<file path="config.mk">
export PLATFORM = sky130hd
export DESIGN_NAME = acl_entry_access_window
export DESIGN_NICKNAME = d
export VERILOG_FILES = /design/src/rtl/acl_window_pkg.sv /design/src/rtl/acl_entry_access_window.sv
export SDC_FILE = /design/constraint.sdc
export NUM_CORES = 1
export LEC_CHECK = 0
export BUFFER_PORTS_ARGS = -buffer_cell sky130_fd_sc_hd__buf_4
export CAP_MARGIN = 40
export CORE_ASPECT_RATIO = 1.5
export CORE_UTILIZATION = 50
export CTS_CLUSTER_SIZE = 28
export DETAILED_ROUTE_END_ITERATION = 8
export PLACE_DENSITY_LB_ADDON = 0.05
export SETUP_SLACK_MARGIN = 0.02
export SLEW_MARGIN = 0
export SYNTH_ARGS = -nofsm -noshare
export SYNTH_HDL_FRONTEND = slang
export SYNTH_SLANG_ARGS = --single-unit
</file>
<file path="constraint.sdc">
create_clock -name core_clk -period 7.6 [get_ports core_clk]
set_input_delay 1.14 -clock core_clk [delete_from_list [all_inputs] [get_ports core_clk]]
set_output_delay 1.14 -clock core_clk [all_outputs]
set_load 0.03 [all_outputs]
</file>
<file path="src/rtl/acl_window_pkg.sv">
package acl_window_pkg;

    // ----------------------------------------------------------------
    // Bus geometry and register offsets
    // ----------------------------------------------------------------
    localparam int         ADDR_W               = 12;
    localparam int         DATA_W               = 8;
    localparam logic [11:0] OFF_STAGE_BASE      = 12'h600;
    localparam logic [11:0] OFF_ETHERTYPE_LOW   = 12'h609;
    localparam logic [11:0] OFF_PRIORITY_ACTION = 12'h60a;
    localparam logic [11:0] OFF_REMARK_LOW_MAP  = 12'h60b;
    localparam logic [11:0] OFF_SPARE           = 12'h60c;
    localparam logic [11:0] OFF_FORWARD_MASK    = 12'h60d;
    localparam logic [11:0] OFF_RULESET_HIGH    = 12'h60e;
    localparam logic [11:0] OFF_RULESET_LOW     = 12'h60f;
    localparam logic [11:0] OFF_BYTE_SELECT_HIGH = 12'h610;
    localparam logic [11:0] OFF_BYTE_SELECT_LOW  = 12'h611;
    localparam logic [11:0] OFF_ACCESS_CTRL      = 12'h612;

    // ----------------------------------------------------------------
    // Staging byte numbers held in this window
    // ----------------------------------------------------------------
    localparam int STAGE_FIRST     = 9;
    localparam int STAGE_LAST      = 15;
    localparam int BYTE_ETHERTYPE  = 9;
    localparam int BYTE_PRIORITY   = 10;
    localparam int BYTE_REMARK_MAP = 11;
    localparam int BYTE_FORWARD    = 13;
    localparam int BYTE_RULESET_HI = 14;
    localparam int BYTE_RULESET_LO = 15;
    localparam int MATCH_BYTES     = 9;
    localparam int SEL_W           = 16;

    // ----------------------------------------------------------------
    // Field positions
    // ----------------------------------------------------------------
    localparam int PM_MSB        = 7;
    localparam int PM_LSB        = 6;
    localparam int PRIO_MSB      = 5;
    localparam int PRIO_LSB      = 3;
    localparam int RPE_BIT       = 2;
    localparam int REMARK_HI_MSB = 1;
    localparam int REMARK_HI_LSB = 0;
    localparam int REMARK_LO_BIT = 7;
    localparam int MAP_MSB       = 6;
    localparam int MAP_LSB       = 5;
    localparam int FWD_MSB       = 6;
    localparam int FWD_LSB       = 0;
    localparam int CTRL_WR_DONE  = 6;
    localparam int CTRL_RD_DONE  = 5;
    localparam int CTRL_DIR      = 4;
    localparam int CTRL_IDX_MSB  = 3;
    localparam int CTRL_IDX_LSB  = 0;

    // ----------------------------------------------------------------
    // Reset values, table size and states
    // ----------------------------------------------------------------
    localparam logic [7:0] RESET_BYTE  = 8'h00;
    localparam logic [7:0] ZERO_BYTE   = 8'h00;
    localparam logic       DONE_RESET  = 1'b1;
    localparam logic       DIR_WRITE   = 1'b1;
    localparam int         ENTRY_COUNT = 16;
    localparam int         INDEX_W     = 4;

    typedef enum logic [1:0] {
        ST_IDLE = 2'b01,
        ST_BUSY = 2'b10
    } xfer_state_t;

endpackage : acl_window_pkg

</file>
<file path="src/rtl/acl_entry_access_window.sv">
// The plain strobed port is this design's own decision.
`timescale 1ns/100ps
module acl_entry_access_window #(
    parameter int ENTRIES = acl_window_pkg::ENTRY_COUNT
) (
    input  wire logic        core_clk,
    input  wire logic        resetn,
    input  wire logic [11:0] reg_addr,
    input  wire logic [7:0]  reg_wdata,
    input  wire logic        reg_wr,
    input  wire logic        reg_rd,
    output logic      [7:0]  reg_rdata_q,
    output logic             xfer_start_q,
    output logic             xfer_write_q,
    output logic      [3:0]  xfer_index_q,
    output logic      [8:0]  match_byte_select_q,
    output logic      [1:0]  priority_handling_select,
    output logic      [2:0]  priority_value,
    output logic             remark_enable,
    output logic      [2:0]  remark_priority,
    output logic      [1:0]  map_mode,
    output logic      [6:0]  forward_mask,
    output logic      [15:0] ruleset,
    output logic      [7:0]  ethertype_low
);

    // ----------------------------------------------------------------
    // Helpers
    // ----------------------------------------------------------------
    // Byte k is chosen by bit 15-k of the joined select pair
    function automatic logic byte_selected(input logic [15:0] sel, input int k);
        byte_selected = sel[acl_window_pkg::SEL_W - 1 - k];
    endfunction : byte_selected

    // True when the address falls on a staging byte of this window
    function automatic logic is_stage(input logic [11:0] a);
        is_stage = (a >= acl_window_pkg::OFF_ETHERTYPE_LOW) && (a <= acl_window_pkg::OFF_RULESET_LOW);
    endfunction : is_stage

    // ----------------------------------------------------------------
    // State
    // ----------------------------------------------------------------
    acl_window_pkg::xfer_state_t state_q, state_d;
    logic [7:0]  stage_q [acl_window_pkg::STAGE_FIRST:acl_window_pkg::STAGE_LAST];
    logic [7:0]  stage_d [acl_window_pkg::STAGE_FIRST:acl_window_pkg::STAGE_LAST];
    logic [7:0]  entry_q [0:ENTRIES-1][acl_window_pkg::STAGE_FIRST:acl_window_pkg::STAGE_LAST];
    logic [7:0]  row_d   [acl_window_pkg::STAGE_FIRST:acl_window_pkg::STAGE_LAST];
    logic [7:0]  sel_high_q, sel_high_d;
    logic [7:0]  sel_low_q, sel_low_d;
    logic        dir_q, dir_d;
    logic [3:0]  index_q, index_d;
    logic        rd_done_q, rd_done_d;
    logic        wr_done_q, wr_done_d;
    logic [7:0]  rdata_d;
    logic        start_d;
    logic [8:0]  match_sel_d;
    logic [15:0] sel_all;
    logic [3:0]  stage_num;
    logic        idle;
    logic        busy;
    logic        trigger;

    assign sel_all   = {sel_high_q, sel_low_q};
    assign stage_num = 4'(reg_addr - acl_window_pkg::OFF_STAGE_BASE);
    assign idle      = (state_q == acl_window_pkg::ST_IDLE);
    assign busy      = (state_q == acl_window_pkg::ST_BUSY);
    // A trigger during a transfer is dropped; the transfer lasts one cycle
    assign trigger   = reg_wr && idle && (reg_addr == acl_window_pkg::OFF_BYTE_SELECT_LOW);

    // ----------------------------------------------------------------
    // Control, select and status next values
    // ----------------------------------------------------------------
    // Writes are refused while busy so the copy sees stable settings
    always_comb begin
        state_d     = state_q;
        sel_high_d  = sel_high_q;
        sel_low_d   = sel_low_q;
        dir_d       = dir_q;
        index_d     = index_q;
        rd_done_d   = rd_done_q;
        wr_done_d   = wr_done_q;
        start_d     = 1'b0;
        match_sel_d = match_byte_select_q;
        if (reg_wr && idle) begin
            unique case (reg_addr)
                acl_window_pkg::OFF_BYTE_SELECT_HIGH: begin
                    sel_high_d = reg_wdata;
                end
                acl_window_pkg::OFF_BYTE_SELECT_LOW: begin
                    sel_low_d = reg_wdata;
                end
                acl_window_pkg::OFF_ACCESS_CTRL: begin
                    dir_d   = reg_wdata[acl_window_pkg::CTRL_DIR];
                    index_d = reg_wdata[acl_window_pkg::CTRL_IDX_MSB:acl_window_pkg::CTRL_IDX_LSB];
                end
                default: begin
                end
            endcase
        end
        if (trigger) begin
            state_d = acl_window_pkg::ST_BUSY;
            start_d = 1'b1;
            if (dir_q == acl_window_pkg::DIR_WRITE) begin
                wr_done_d = 1'b0;
            end else begin
                rd_done_d = 1'b0;
            end
            // Match bytes 0..8 are copied by the neighbouring block
            for (int k = 0; k < acl_window_pkg::MATCH_BYTES; k++) begin
                match_sel_d[k] = byte_selected({sel_high_q, reg_wdata}, k);
            end
        end
        if (busy) begin
            state_d   = acl_window_pkg::ST_IDLE;
            rd_done_d = 1'b1;
            wr_done_d = 1'b1;
        end
    end

    always_ff @(posedge core_clk) begin
        if (!resetn) begin
            state_q             <= acl_window_pkg::ST_IDLE;
            sel_high_q          <= acl_window_pkg::RESET_BYTE;
            sel_low_q           <= acl_window_pkg::RESET_BYTE;
            dir_q               <= 1'b0;
            index_q             <= '0;
            rd_done_q           <= acl_window_pkg::DONE_RESET;
            wr_done_q           <= acl_window_pkg::DONE_RESET;
            xfer_start_q        <= 1'b0;
            match_byte_select_q <= '0;
        end else begin
            state_q             <= state_d;
            sel_high_q          <= sel_high_d;
            sel_low_q           <= sel_low_d;
            dir_q               <= dir_d;
            index_q             <= index_d;
            rd_done_q           <= rd_done_d;
            wr_done_q           <= wr_done_d;
            xfer_start_q        <= start_d;
            match_byte_select_q <= match_sel_d;
        end
    end

    assign xfer_write_q = dir_q;
    assign xfer_index_q = index_q;

    // ----------------------------------------------------------------
    // Staging bytes and entry table
    // ----------------------------------------------------------------
    // Software writes land when idle; a read transfer merges selected bytes
    always_comb begin
        for (int k = acl_window_pkg::STAGE_FIRST; k <= acl_window_pkg::STAGE_LAST; k++) begin
            stage_d[k] = stage_q[k];
            row_d[k]   = entry_q[index_q][k];
            if (reg_wr && idle && is_stage(reg_addr) && (int'(stage_num) == k)) begin
                stage_d[k] = reg_wdata;
            end
            if (busy && byte_selected(sel_all, k)) begin
                if (dir_q == acl_window_pkg::DIR_WRITE) begin
                    row_d[k] = stage_q[k];
                end else begin
                    stage_d[k] = entry_q[index_q][k];
                end
            end
        end
    end

    // Table is cleared at reset so reads of unused entries are defined
    always_ff @(posedge core_clk) begin
        if (!resetn) begin
            for (int k = acl_window_pkg::STAGE_FIRST; k <= acl_window_pkg::STAGE_LAST; k++) begin
                stage_q[k] <= acl_window_pkg::RESET_BYTE;
                for (int e = 0; e < ENTRIES; e++) begin
                    entry_q[e][k] <= acl_window_pkg::RESET_BYTE;
                end
            end
        end else begin
            for (int k = acl_window_pkg::STAGE_FIRST; k <= acl_window_pkg::STAGE_LAST; k++) begin
                stage_q[k]          <= stage_d[k];
                entry_q[index_q][k] <= row_d[k];
            end
        end
    end

    // ----------------------------------------------------------------
    // Decoded action fields
    // ----------------------------------------------------------------
    assign priority_handling_select = stage_q[acl_window_pkg::BYTE_PRIORITY][acl_window_pkg::PM_MSB:acl_window_pkg::PM_LSB];
    assign priority_value           = stage_q[acl_window_pkg::BYTE_PRIORITY][acl_window_pkg::PRIO_MSB:acl_window_pkg::PRIO_LSB];
    assign remark_enable            = stage_q[acl_window_pkg::BYTE_PRIORITY][acl_window_pkg::RPE_BIT];
    assign remark_priority          = {stage_q[acl_window_pkg::BYTE_PRIORITY][acl_window_pkg::REMARK_HI_MSB:acl_window_pkg::REMARK_HI_LSB],
                                       stage_q[acl_window_pkg::BYTE_REMARK_MAP][acl_window_pkg::REMARK_LO_BIT]};
    assign map_mode                 = stage_q[acl_window_pkg::BYTE_REMARK_MAP][acl_window_pkg::MAP_MSB:acl_window_pkg::MAP_LSB];
    assign forward_mask             = stage_q[acl_window_pkg::BYTE_FORWARD][acl_window_pkg::FWD_MSB:acl_window_pkg::FWD_LSB];
    assign ruleset                  = {stage_q[acl_window_pkg::BYTE_RULESET_HI], stage_q[acl_window_pkg::BYTE_RULESET_LO]};
    assign ethertype_low            = stage_q[acl_window_pkg::BYTE_ETHERTYPE];

    // ----------------------------------------------------------------
    // Read data
    // ----------------------------------------------------------------
    // Data stands only in the cycle after the strobe; unmapped reads zero
    always_comb begin
        rdata_d = acl_window_pkg::ZERO_BYTE;
        if (reg_rd) begin
            if (is_stage(reg_addr)) begin
                rdata_d = stage_q[int'(stage_num)];
            end else if (reg_addr == acl_window_pkg::OFF_BYTE_SELECT_HIGH) begin
                rdata_d = sel_high_q;
            end else if (reg_addr == acl_window_pkg::OFF_BYTE_SELECT_LOW) begin
                rdata_d = sel_low_q;
            end else if (reg_addr == acl_window_pkg::OFF_ACCESS_CTRL) begin
                rdata_d[acl_window_pkg::CTRL_WR_DONE] = wr_done_q;
                rdata_d[acl_window_pkg::CTRL_RD_DONE] = rd_done_q;
                rdata_d[acl_window_pkg::CTRL_DIR]     = dir_q;
                rdata_d[acl_window_pkg::CTRL_IDX_MSB:acl_window_pkg::CTRL_IDX_LSB] = index_q;
            end
        end
    end

    always_ff @(posedge core_clk) begin
        if (!resetn) begin
            reg_rdata_q <= acl_window_pkg::ZERO_BYTE;
        end else begin
            reg_rdata_q <= rdata_d;
        end
    end

    // ----------------------------------------------------------------
    // Assertions
    // ----------------------------------------------------------------
    logic [7:0] row_f_now;
    logic [7:0] row_9_now;
    assign row_f_now = entry_q[index_q][acl_window_pkg::BYTE_RULESET_LO];
    assign row_9_now = entry_q[index_q][acl_window_pkg::BYTE_ETHERTYPE];
endmodule : acl_entry_access_window

</file>
# Word level (Yosys, flattened, before mapping)
# Memory sizes are Yosys's and may differ from the RTL's. A register that Yosys moved wholly into a read port is not among the register bits.
# Index checks and enable logic that the tools add are counted.
# word_totals
ff_bits,43
ramBits,952
inputBits,24
out_inout_bits,65
elab_cells,117
memories,2
# memory_table
name,words,word_bits,read_ports,rd_ports_with_merged_regs,write_ports,line,rtl
entry_q,16,56,1,1,16,acl_entry_access_window.sv:46,logic [7:0] entry_q [0:ENTRIES-1][acl_window_pkg::STAGE_FIRST:acl_window_pkg::STAGE_LAST];
stage_q,7,8,8,0,7,acl_entry_access_window.sv:44,logic [7:0] stage_q [acl_window_pkg::STAGE_FIRST:acl_window_pkg::STAGE_LAST];
# classes
add_sub_neg,1
order_cmp,2
n_eq_ne,12
mux,55
bitwise,9
reduce_logical,26
# op_table
operator,n
two-way mux 8 bit,44
two-way mux 56 bit,1
OR reduction 56 bit,1
equality test 12 x 11 -> 1 bit (second input constant),3
logical AND 1 bit,18
two-way mux 7 bit,2
equality test 4 bit (second input constant),3
>= comparator 12 x 11 -> 1 bit (second input constant),1
<= comparator 12 x 11 -> 1 bit (second input constant),1
two-way mux 4 bit,3
AND reduction 2 bit,6
equality test 4 x 3 -> 1 bit (second input constant),2
bitwise OR 1 bit,7
two-way mux 1 bit,5
equality test 4 x 1 -> 1 bit (second input constant),1
equality test 4 x 2 -> 1 bit (second input constant),1
subtractor 4 x 1 -> 4 bit (second input constant),1
equality test 2 x 1 -> 1 bit (second input constant),1
equality test 2 bit (second input constant),1
inverter 1 bit,2
OR reduction 2 bit,1

# Logic depth before layout (Yosys ltp)
# Gate-level depths: netlist of run 1.
# depth
depth_word,8
mapped_depth,11
ltp_nobuf,5

# Worst setup path before layout of run 1
# No wires, ideal clock.
# synth_path
path_type,register to register
start,register index_q[3] (netlist: xfer_index_q[3])
end,memory entry_q[6][0] (netlist name) (enable)
setup_ps,547
t_arrival_ps,4938
required_time_ps,7053
slack_ps,2114
stages_incl_launch_ff,4
n_path_buf,1
synth_period_minus_slack_ps,5486
path_cell_list,dfxtp_1 clkbuf_1 or2_2 o21ai_0
# synth_rtl
element,line,rtl
"start, declared",acl_entry_access_window.sv:51,"logic [3:0] index_q, index_d;"
"start signal, assigned",acl_entry_access_window.sv:136,index_q <= index_d;
"end, declared",acl_entry_access_window.sv:46,

==> results of run 1 <==
==> through the flow <==
stage | std cells | cell area [sq um]
finish | 4703 | 49800
global route | 4703 | 49800
CTS | 4703 | 49800
detailed placement | 4531 | 46700
global placement | 4503 | 46200
floorplan | 3492 | 44300
==> final cells by class <==
type                            instances  area (sq um)
Multi-Input combinational cell       2162         14300
Timing Repair Buffer                  213          1920
Fill cell                            7126         37900
Inverter                               11          41.3
Tap cell                             1147          1440
Clock inverter                         57           627
Clock buffer                          115          2510
Sequential cell                       998         29000
==> kinds of logic after synthesis <==
family | Yosys count | share of synthesized area (%)
AO/OA/AOI/OAI | 407 | 6.87
buffers and inverters | 332 | 3.28
flip-flops | 998 | 65.3
multiplexers | 521 | 13.5
AND/OR/NAND/NOR | 1234 | 11.0
==> report_power, final <==
| group | switching, uW | internal [uW] |
|---|---|---|
| clock network | 2100 | 2790 |
| registers | 42.9 | 6110 |
| logic | 249 | 76.8 |
| total | 2390 | 8970 |
==> per-layer routing <==
| layer | wire length (microns) | vias to the layer above |
|---|---|---|
| met4 | 10300 | 0 |
| met2 | 77400 | 1567 |
| li1 | - | 12787 |
| met3 | 11100 | 511 |
| met1 | 51500 | 15379 |
| met5 | 0 | - |
==> layout by cell type (no fill, tap or decap), drive strengths merged, types with 11 or more instances in the layout <==
master / count
o221a: 34
mux2i: 396
clkbuf: 115
nand2: 168
mux4: 54
a221oi: 54
nor2: 953
a31oi: 48
edfxtp: 896
dfxtp: 102
a22oi: 101
buf: 213
a21oi: 18
clkinv: 39
mux2: 71
nand2b: 11
nor3: 18
nand3: 36
bufinv: 13
inv: 15
a22o: 21
a211oi: 13
a222oi: 21
nor2b: 15
o21ai: 76
==> flip-flops by register name (all words and copies together) (netlist names), 2 cells and up, named ones only <==
register / cells
entry_q: 896
match_byte_select_q: 9
reg_rdata_q: 8
sel_high_q: 8
sel_low_q: 7
stage_q: 56
state_q: 2
xfer_index_q: 4
==> final timing paths <==
path                            startpoint  slack, ps             end  cells past startpoint
worst max register to register   flip-flop       3650  entry_q[2][39]                      7
worst min-delay path             wr_done_q        450       wr_done_q                      1
worst min register to register   wr_done_q        450       wr_done_q                      1
worst max-delay path             flip-flop       3650  entry_q[2][39]                      7
==> metrics.cfg, run 1 <==
[floorplanning]
die_h_microns = 367
die_x_microns = 245
core_area_sq_mm = 0.0877
initial_core_util_pct = 50.5
row_count = 133
die-area_sq_mm = 0.0899
ios = 89

[final_layout]
drive_gt1_share_pct = 16.1
num-nets-final = 3503
antenna_cells = 0
synthToLayoutAreaGrowth_pct = 12.4
final_util_pct = 56.8

[sta]
finalHoldViolations = 0
fin_crit_ps = 3950
fin_ws_ps = 3650
whs_ps = 452
final-setup-viol-count = 0
tns_ps = 0
drv_slew = 0
tightestPinTransition_ps = 987
skew_ps = 37.6
rsz0062_at_grt = false
slew_headroom_pct = 33.3
post-route-period-util_pct = 51.9
max_freq_mhz = 253

[power]
ir_drop_mv = 0.204
p_per_area_mw_per_mm2 = 228
power_uw = 11400
p_leak_uw = 0.0158

[yosys]
yosys.area.top_type = edfxtp_1
synth.avg_cell_area_sq_um = 12.7
synth-seq-area-share_pct = 65.3
netlist_top_cells_area = edfxtp_1 61%, mux2i_1 8.9%, nor2_1 8.1%
synth_ff_type = edfxtp_1
synth.most_common_cell = nor2_1
synth_top_area_share_pct = 60.7
syn-instance-count = 3492
synth.top_cells.by_count = 953 x nor2_1, 896 x edfxtp_1, 396 x mux2i_1
synthArstFlopShare_pct = 0
syn_area_sq_mm = 0.0443
yosysWarnings = 0
ys_ff_latch = 998
ys_types = 49
synth_nets = 3516
synth-edff-count = 896

[outcome]
status = complete, no violations

[cts]
clockBufferDepth = 3
path_clk_slew_ps = 70
cts_max_level = 3
cts_buffers = 93
cts-resized-gates = 0
cts_setup_buffers = 0
cts_tree = yes
cts.sinks = 998
worst_skew_pair.late_latency_ps = 700
cts-root-buf = clkbuf_16
postCtsHoldBufs = 0

[route]
drc = 0
dr_total_vias = 30244
wirelength_microns = 150000
firstDrtPassIters = 8
via_per_inst = 6.43
wl_per_cell_microns = 32.0
detail-route-antenna-nets = 0
drt_iter0_markers = 3224

[worst_setup_path]
crit_type = reg -> reg
crit_path_max_fanout = 44
end_kind = flip-flop
cp_slowest_cell = buf_4
startpoint_type = flip-flop
required_ps = 8120
crit_family = buffers and inverters
cp_num_buf_inv = 2
cpPeakStageDelay_ps = 800
worstPathCellList = buf_4, buf_4, mux2i_1, a221oi_1, nand2_1, o221a_2, nor2_1
crit_arrival_ps = 4470
cpMostUsedCell = buf_4

[grt]
track_usage_pct = 33.5
grt_pass1_vias = 30856
use_met3_pct = 4.92
grt_start_max_net_pins = 91
grt_overflow = 0
grt_antenna_before_repair = 1
top_usage_layer = met2
grt_pass1_wl_microns = 214000
gr-usage-met1_pct = 37.8
use_met2_pct = 59.0

[place]
globalplace.congestion = 0.902
dp_slack_ps = 3690
port-buffer-count = 88
dp_hpwl_microns = 89200

[min_path]
min_path_type = reg -> reg

[run]
cap_violations = 0

Note: power is estimated with default switching activity, not from simulation.
==> inputs of run 2 (changes only) <==
==> constraint.sdc (replaced) <==
create_clock -name core_clk -period 3.7 [get_ports core_clk]
set_input_delay 0.555 -clock core_clk [delete_from_list [all_inputs] [get_ports core_clk]]
set_output_delay 0.555 -clock core_clk [all_outputs]
set_load 0.03 [all_outputs]
==> run 2 against run 1 <==
Against the previous run:
- global-route usage is 1.3 points higher
- sequential cell count stayed put
- design area up 0.87%
- utilization grew 0.49 points
- sequential power rose by 100%
- register-to-register slack worse by 2900 ps
- count of clock-buffer cells in the layout grew 6
- cell count is 0.60% higher
- via count is 1.3% higher
- clock skew shrank 19 ps
- critical endpoint is now entry_q[3][27]
- largest power group unchanged
==> metrics.cfg, run 2 (synthesis results as in run 1) <==
[outcome]
status = complete, no violations  ; unchanged

[cts]
worst_skew_pair.late_latency_ps = 710  ; was 700 ps
cts.sinks = 998  ; unchanged
cts_buffers = 96  ; was 93
path_clk_slew_ps = 60  ; was 70 ps
cts_max_level = 3  ; unchanged
cts-root-buf = clkbuf_16  ; unchanged
cts_tree = yes  ; unchanged
postCtsHoldBufs = 0  ; unchanged
cts_setup_buffers = 0  ; unchanged
cts-resized-gates = 0  ; unchanged
clockBufferDepth = 3  ; unchanged

[sta]
finalHoldViolations = 0  ; unchanged
skew_ps = 19.0  ; was 37.6 ps
fin_ws_ps = 786  ; was 3650 ps
max_freq_mhz = 343  ; was 253 MHz
rsz0062_at_grt = false  ; unchanged
post-route-period-util_pct = 78.7  ; was 51.9%
fin_crit_ps = 2910  ; was 3950 ps
slew_headroom_pct = 40.7  ; was 33.3%
final-setup-viol-count = 0  ; unchanged
drv_slew = 0  ; unchanged
tightestPinTransition_ps = 884  ; was 987 ps

[grt]
use_met2_pct = 60.3  ; was 59.0%
grt_antenna_before_repair = 3  ; was 1
grt_pass1_wl_microns = 221000  ; was 214000 microns
top_usage_layer = met2  ; unchanged
grt_start_max_net_pins = 93  ; was 91
use_met3_pct = 6.68  ; was 4.92%
grt_overflow = 0  ; unchanged
grt_pass1_vias = 30995  ; was 30856
gr-usage-met1_pct = 40.5  ; was 37.8%
track_usage_pct = 34.8  ; was 33.5%

[floorplanning]
die-area_sq_mm = 0.0899  ; unchanged
core_area_sq_mm = 0.0877  ; unchanged
die_h_microns = 367  ; unchanged
initial_core_util_pct = 50.5  ; unchanged
die_x_microns = 245  ; unchanged
ios = 89  ; unchanged
row_count = 133  ; unchanged

[route]
dr_total_vias = 30652  ; was 30244
wirelength_microns = 156000  ; was 150000 microns
via_per_inst = 6.48  ; was 6.43
firstDrtPassIters = 6  ; was 8
detail-route-antenna-nets = 0  ; unchanged
wl_per_cell_microns = 33.0  ; was 32.0 microns
drc = 0  ; unchanged
drt_iter0_markers = 3532  ; was 3224

[worst_setup_path]
required_ps = 4130  ; was 8120 ps
crit_family = multiplexers  ; was buffers and inverters
crit_arrival_ps = 3340  ; was 4470 ps
cpPeakStageDelay_ps = 610  ; was 800 ps
startpoint_type = flip-flop  ; unchanged
crit_type = reg -> reg  ; unchanged
end_kind = flip-flop  ; unchanged
cp_slowest_cell = dfxtp_4  ; was buf_4
worstPathCellList = buf_12, mux4_2, mux2_2, a222oi_1, buf_4, nor2_1  ; was buf_4, buf_4, mux2i_1, a221oi_1, nand2_1, o221a_2, nor2_1
cp_num_buf_inv = 2  ; unchanged
crit_path_max_fanout = 38  ; was 44

[place]
dp_hpwl_microns = 87800  ; was 89200 microns
globalplace.congestion = 0.859  ; was 0.902
dp_slack_ps = 818  ; was 3690 ps
port-buffer-count = 88  ; unchanged
dp_cells = 4551  ; was 4531

[final_layout]
num-nets-final = 3526  ; was 3503
largest_reg_flops = 896  ; unchanged
fin_cells = 4731  ; was 4703
reg_top3 = entry_q (896), stage_q (56), match_byte_select_q (9)  ; unchanged
largest_register = entry_q  ; unchanged
drive_gt1_share_pct = 16.7  ; was 16.1%
synthToLayoutAreaGrowth_pct = 13.4  ; was 12.4%
mostFrequentLayoutCells = 952 x nor2_1, 896 x edfxtp_1, 396 x mux2i_1  ; was 951 x nor2_1, 896 x edfxtp_1, 396 x mux2i_1
final_common_cell = nor2_1  ; unchanged

[power]
p_per_area_mw_per_mm2 = 468  ; was 228 mW/mm^2
ir_drop_mv = 0.430  ; was 0.204 mV
p_leak_uw = 0.0160  ; was 0.0158 uW

[min_path]
min_path_type = in -> reg  ; was reg -> reg

[run]
cap_violations = 0  ; unchanged

run 2: path summary, 6_finish.rpt:
check                   endpoint  slack [ps]  depth (start not counted)          from
setup / recovery  entry_q[3][27]         790                          6     flip-flop
hold / removal     sel_high_q[1]         280                          3  reg_wdata[1]
setup reg to reg  entry_q[3][27]         790                          6     flip-flop
hold reg to reg        wr_done_q         450                          1     wr_done_q
run 2: per-stage QoR:
stage	cell area (sq um)	power, uW	hold WS [ps]	TNS (ps)	util, %
6_report	50300	23500	284	0	57.3
5_1_grt	50300	24000	306	0	57.3
4_1_cts	50300	23600	241	0	57.3
3_5_place_dp	47100	13600	436	0	53.7
3_3_place_gp	46900	13500	432	0	53.5
2_1_floorplan	44300	13200	418	-237310	-
run 2: area by class of cell:
class,instances,area (sq um)
tap,1147,1440
timing repair buffer,233,2300
clock buffer,121,2560
inverter,11,41.3
sequential,998,29000
fill,7088,37400
multi-input combinational,2162,14300
clock inverter,58,639
antenna,1,2.50
run 2: report_power, final:
part,internal [uW],switching [uW]
combinational,168,543
clock,5760,4410
sequential,12500,87.5
total,18500,5040
run 2: worst reg2reg max path: stages (launching register included):
cell and delay, ps:
dfxtp_4 610, buf_12 360, mux4_2 650, mux2_2 300, a222oi_1 370, buf_4 280
nor2_1 80
run 2: routing by layer:
metal	wire, microns	part of all wire, %	vias up
met5	0	0	-
met4	9120	5.8	0
met3	13400	8.6	455
met2	78800	50	1737
met1	54800	35	15617
li1	-	-	12843
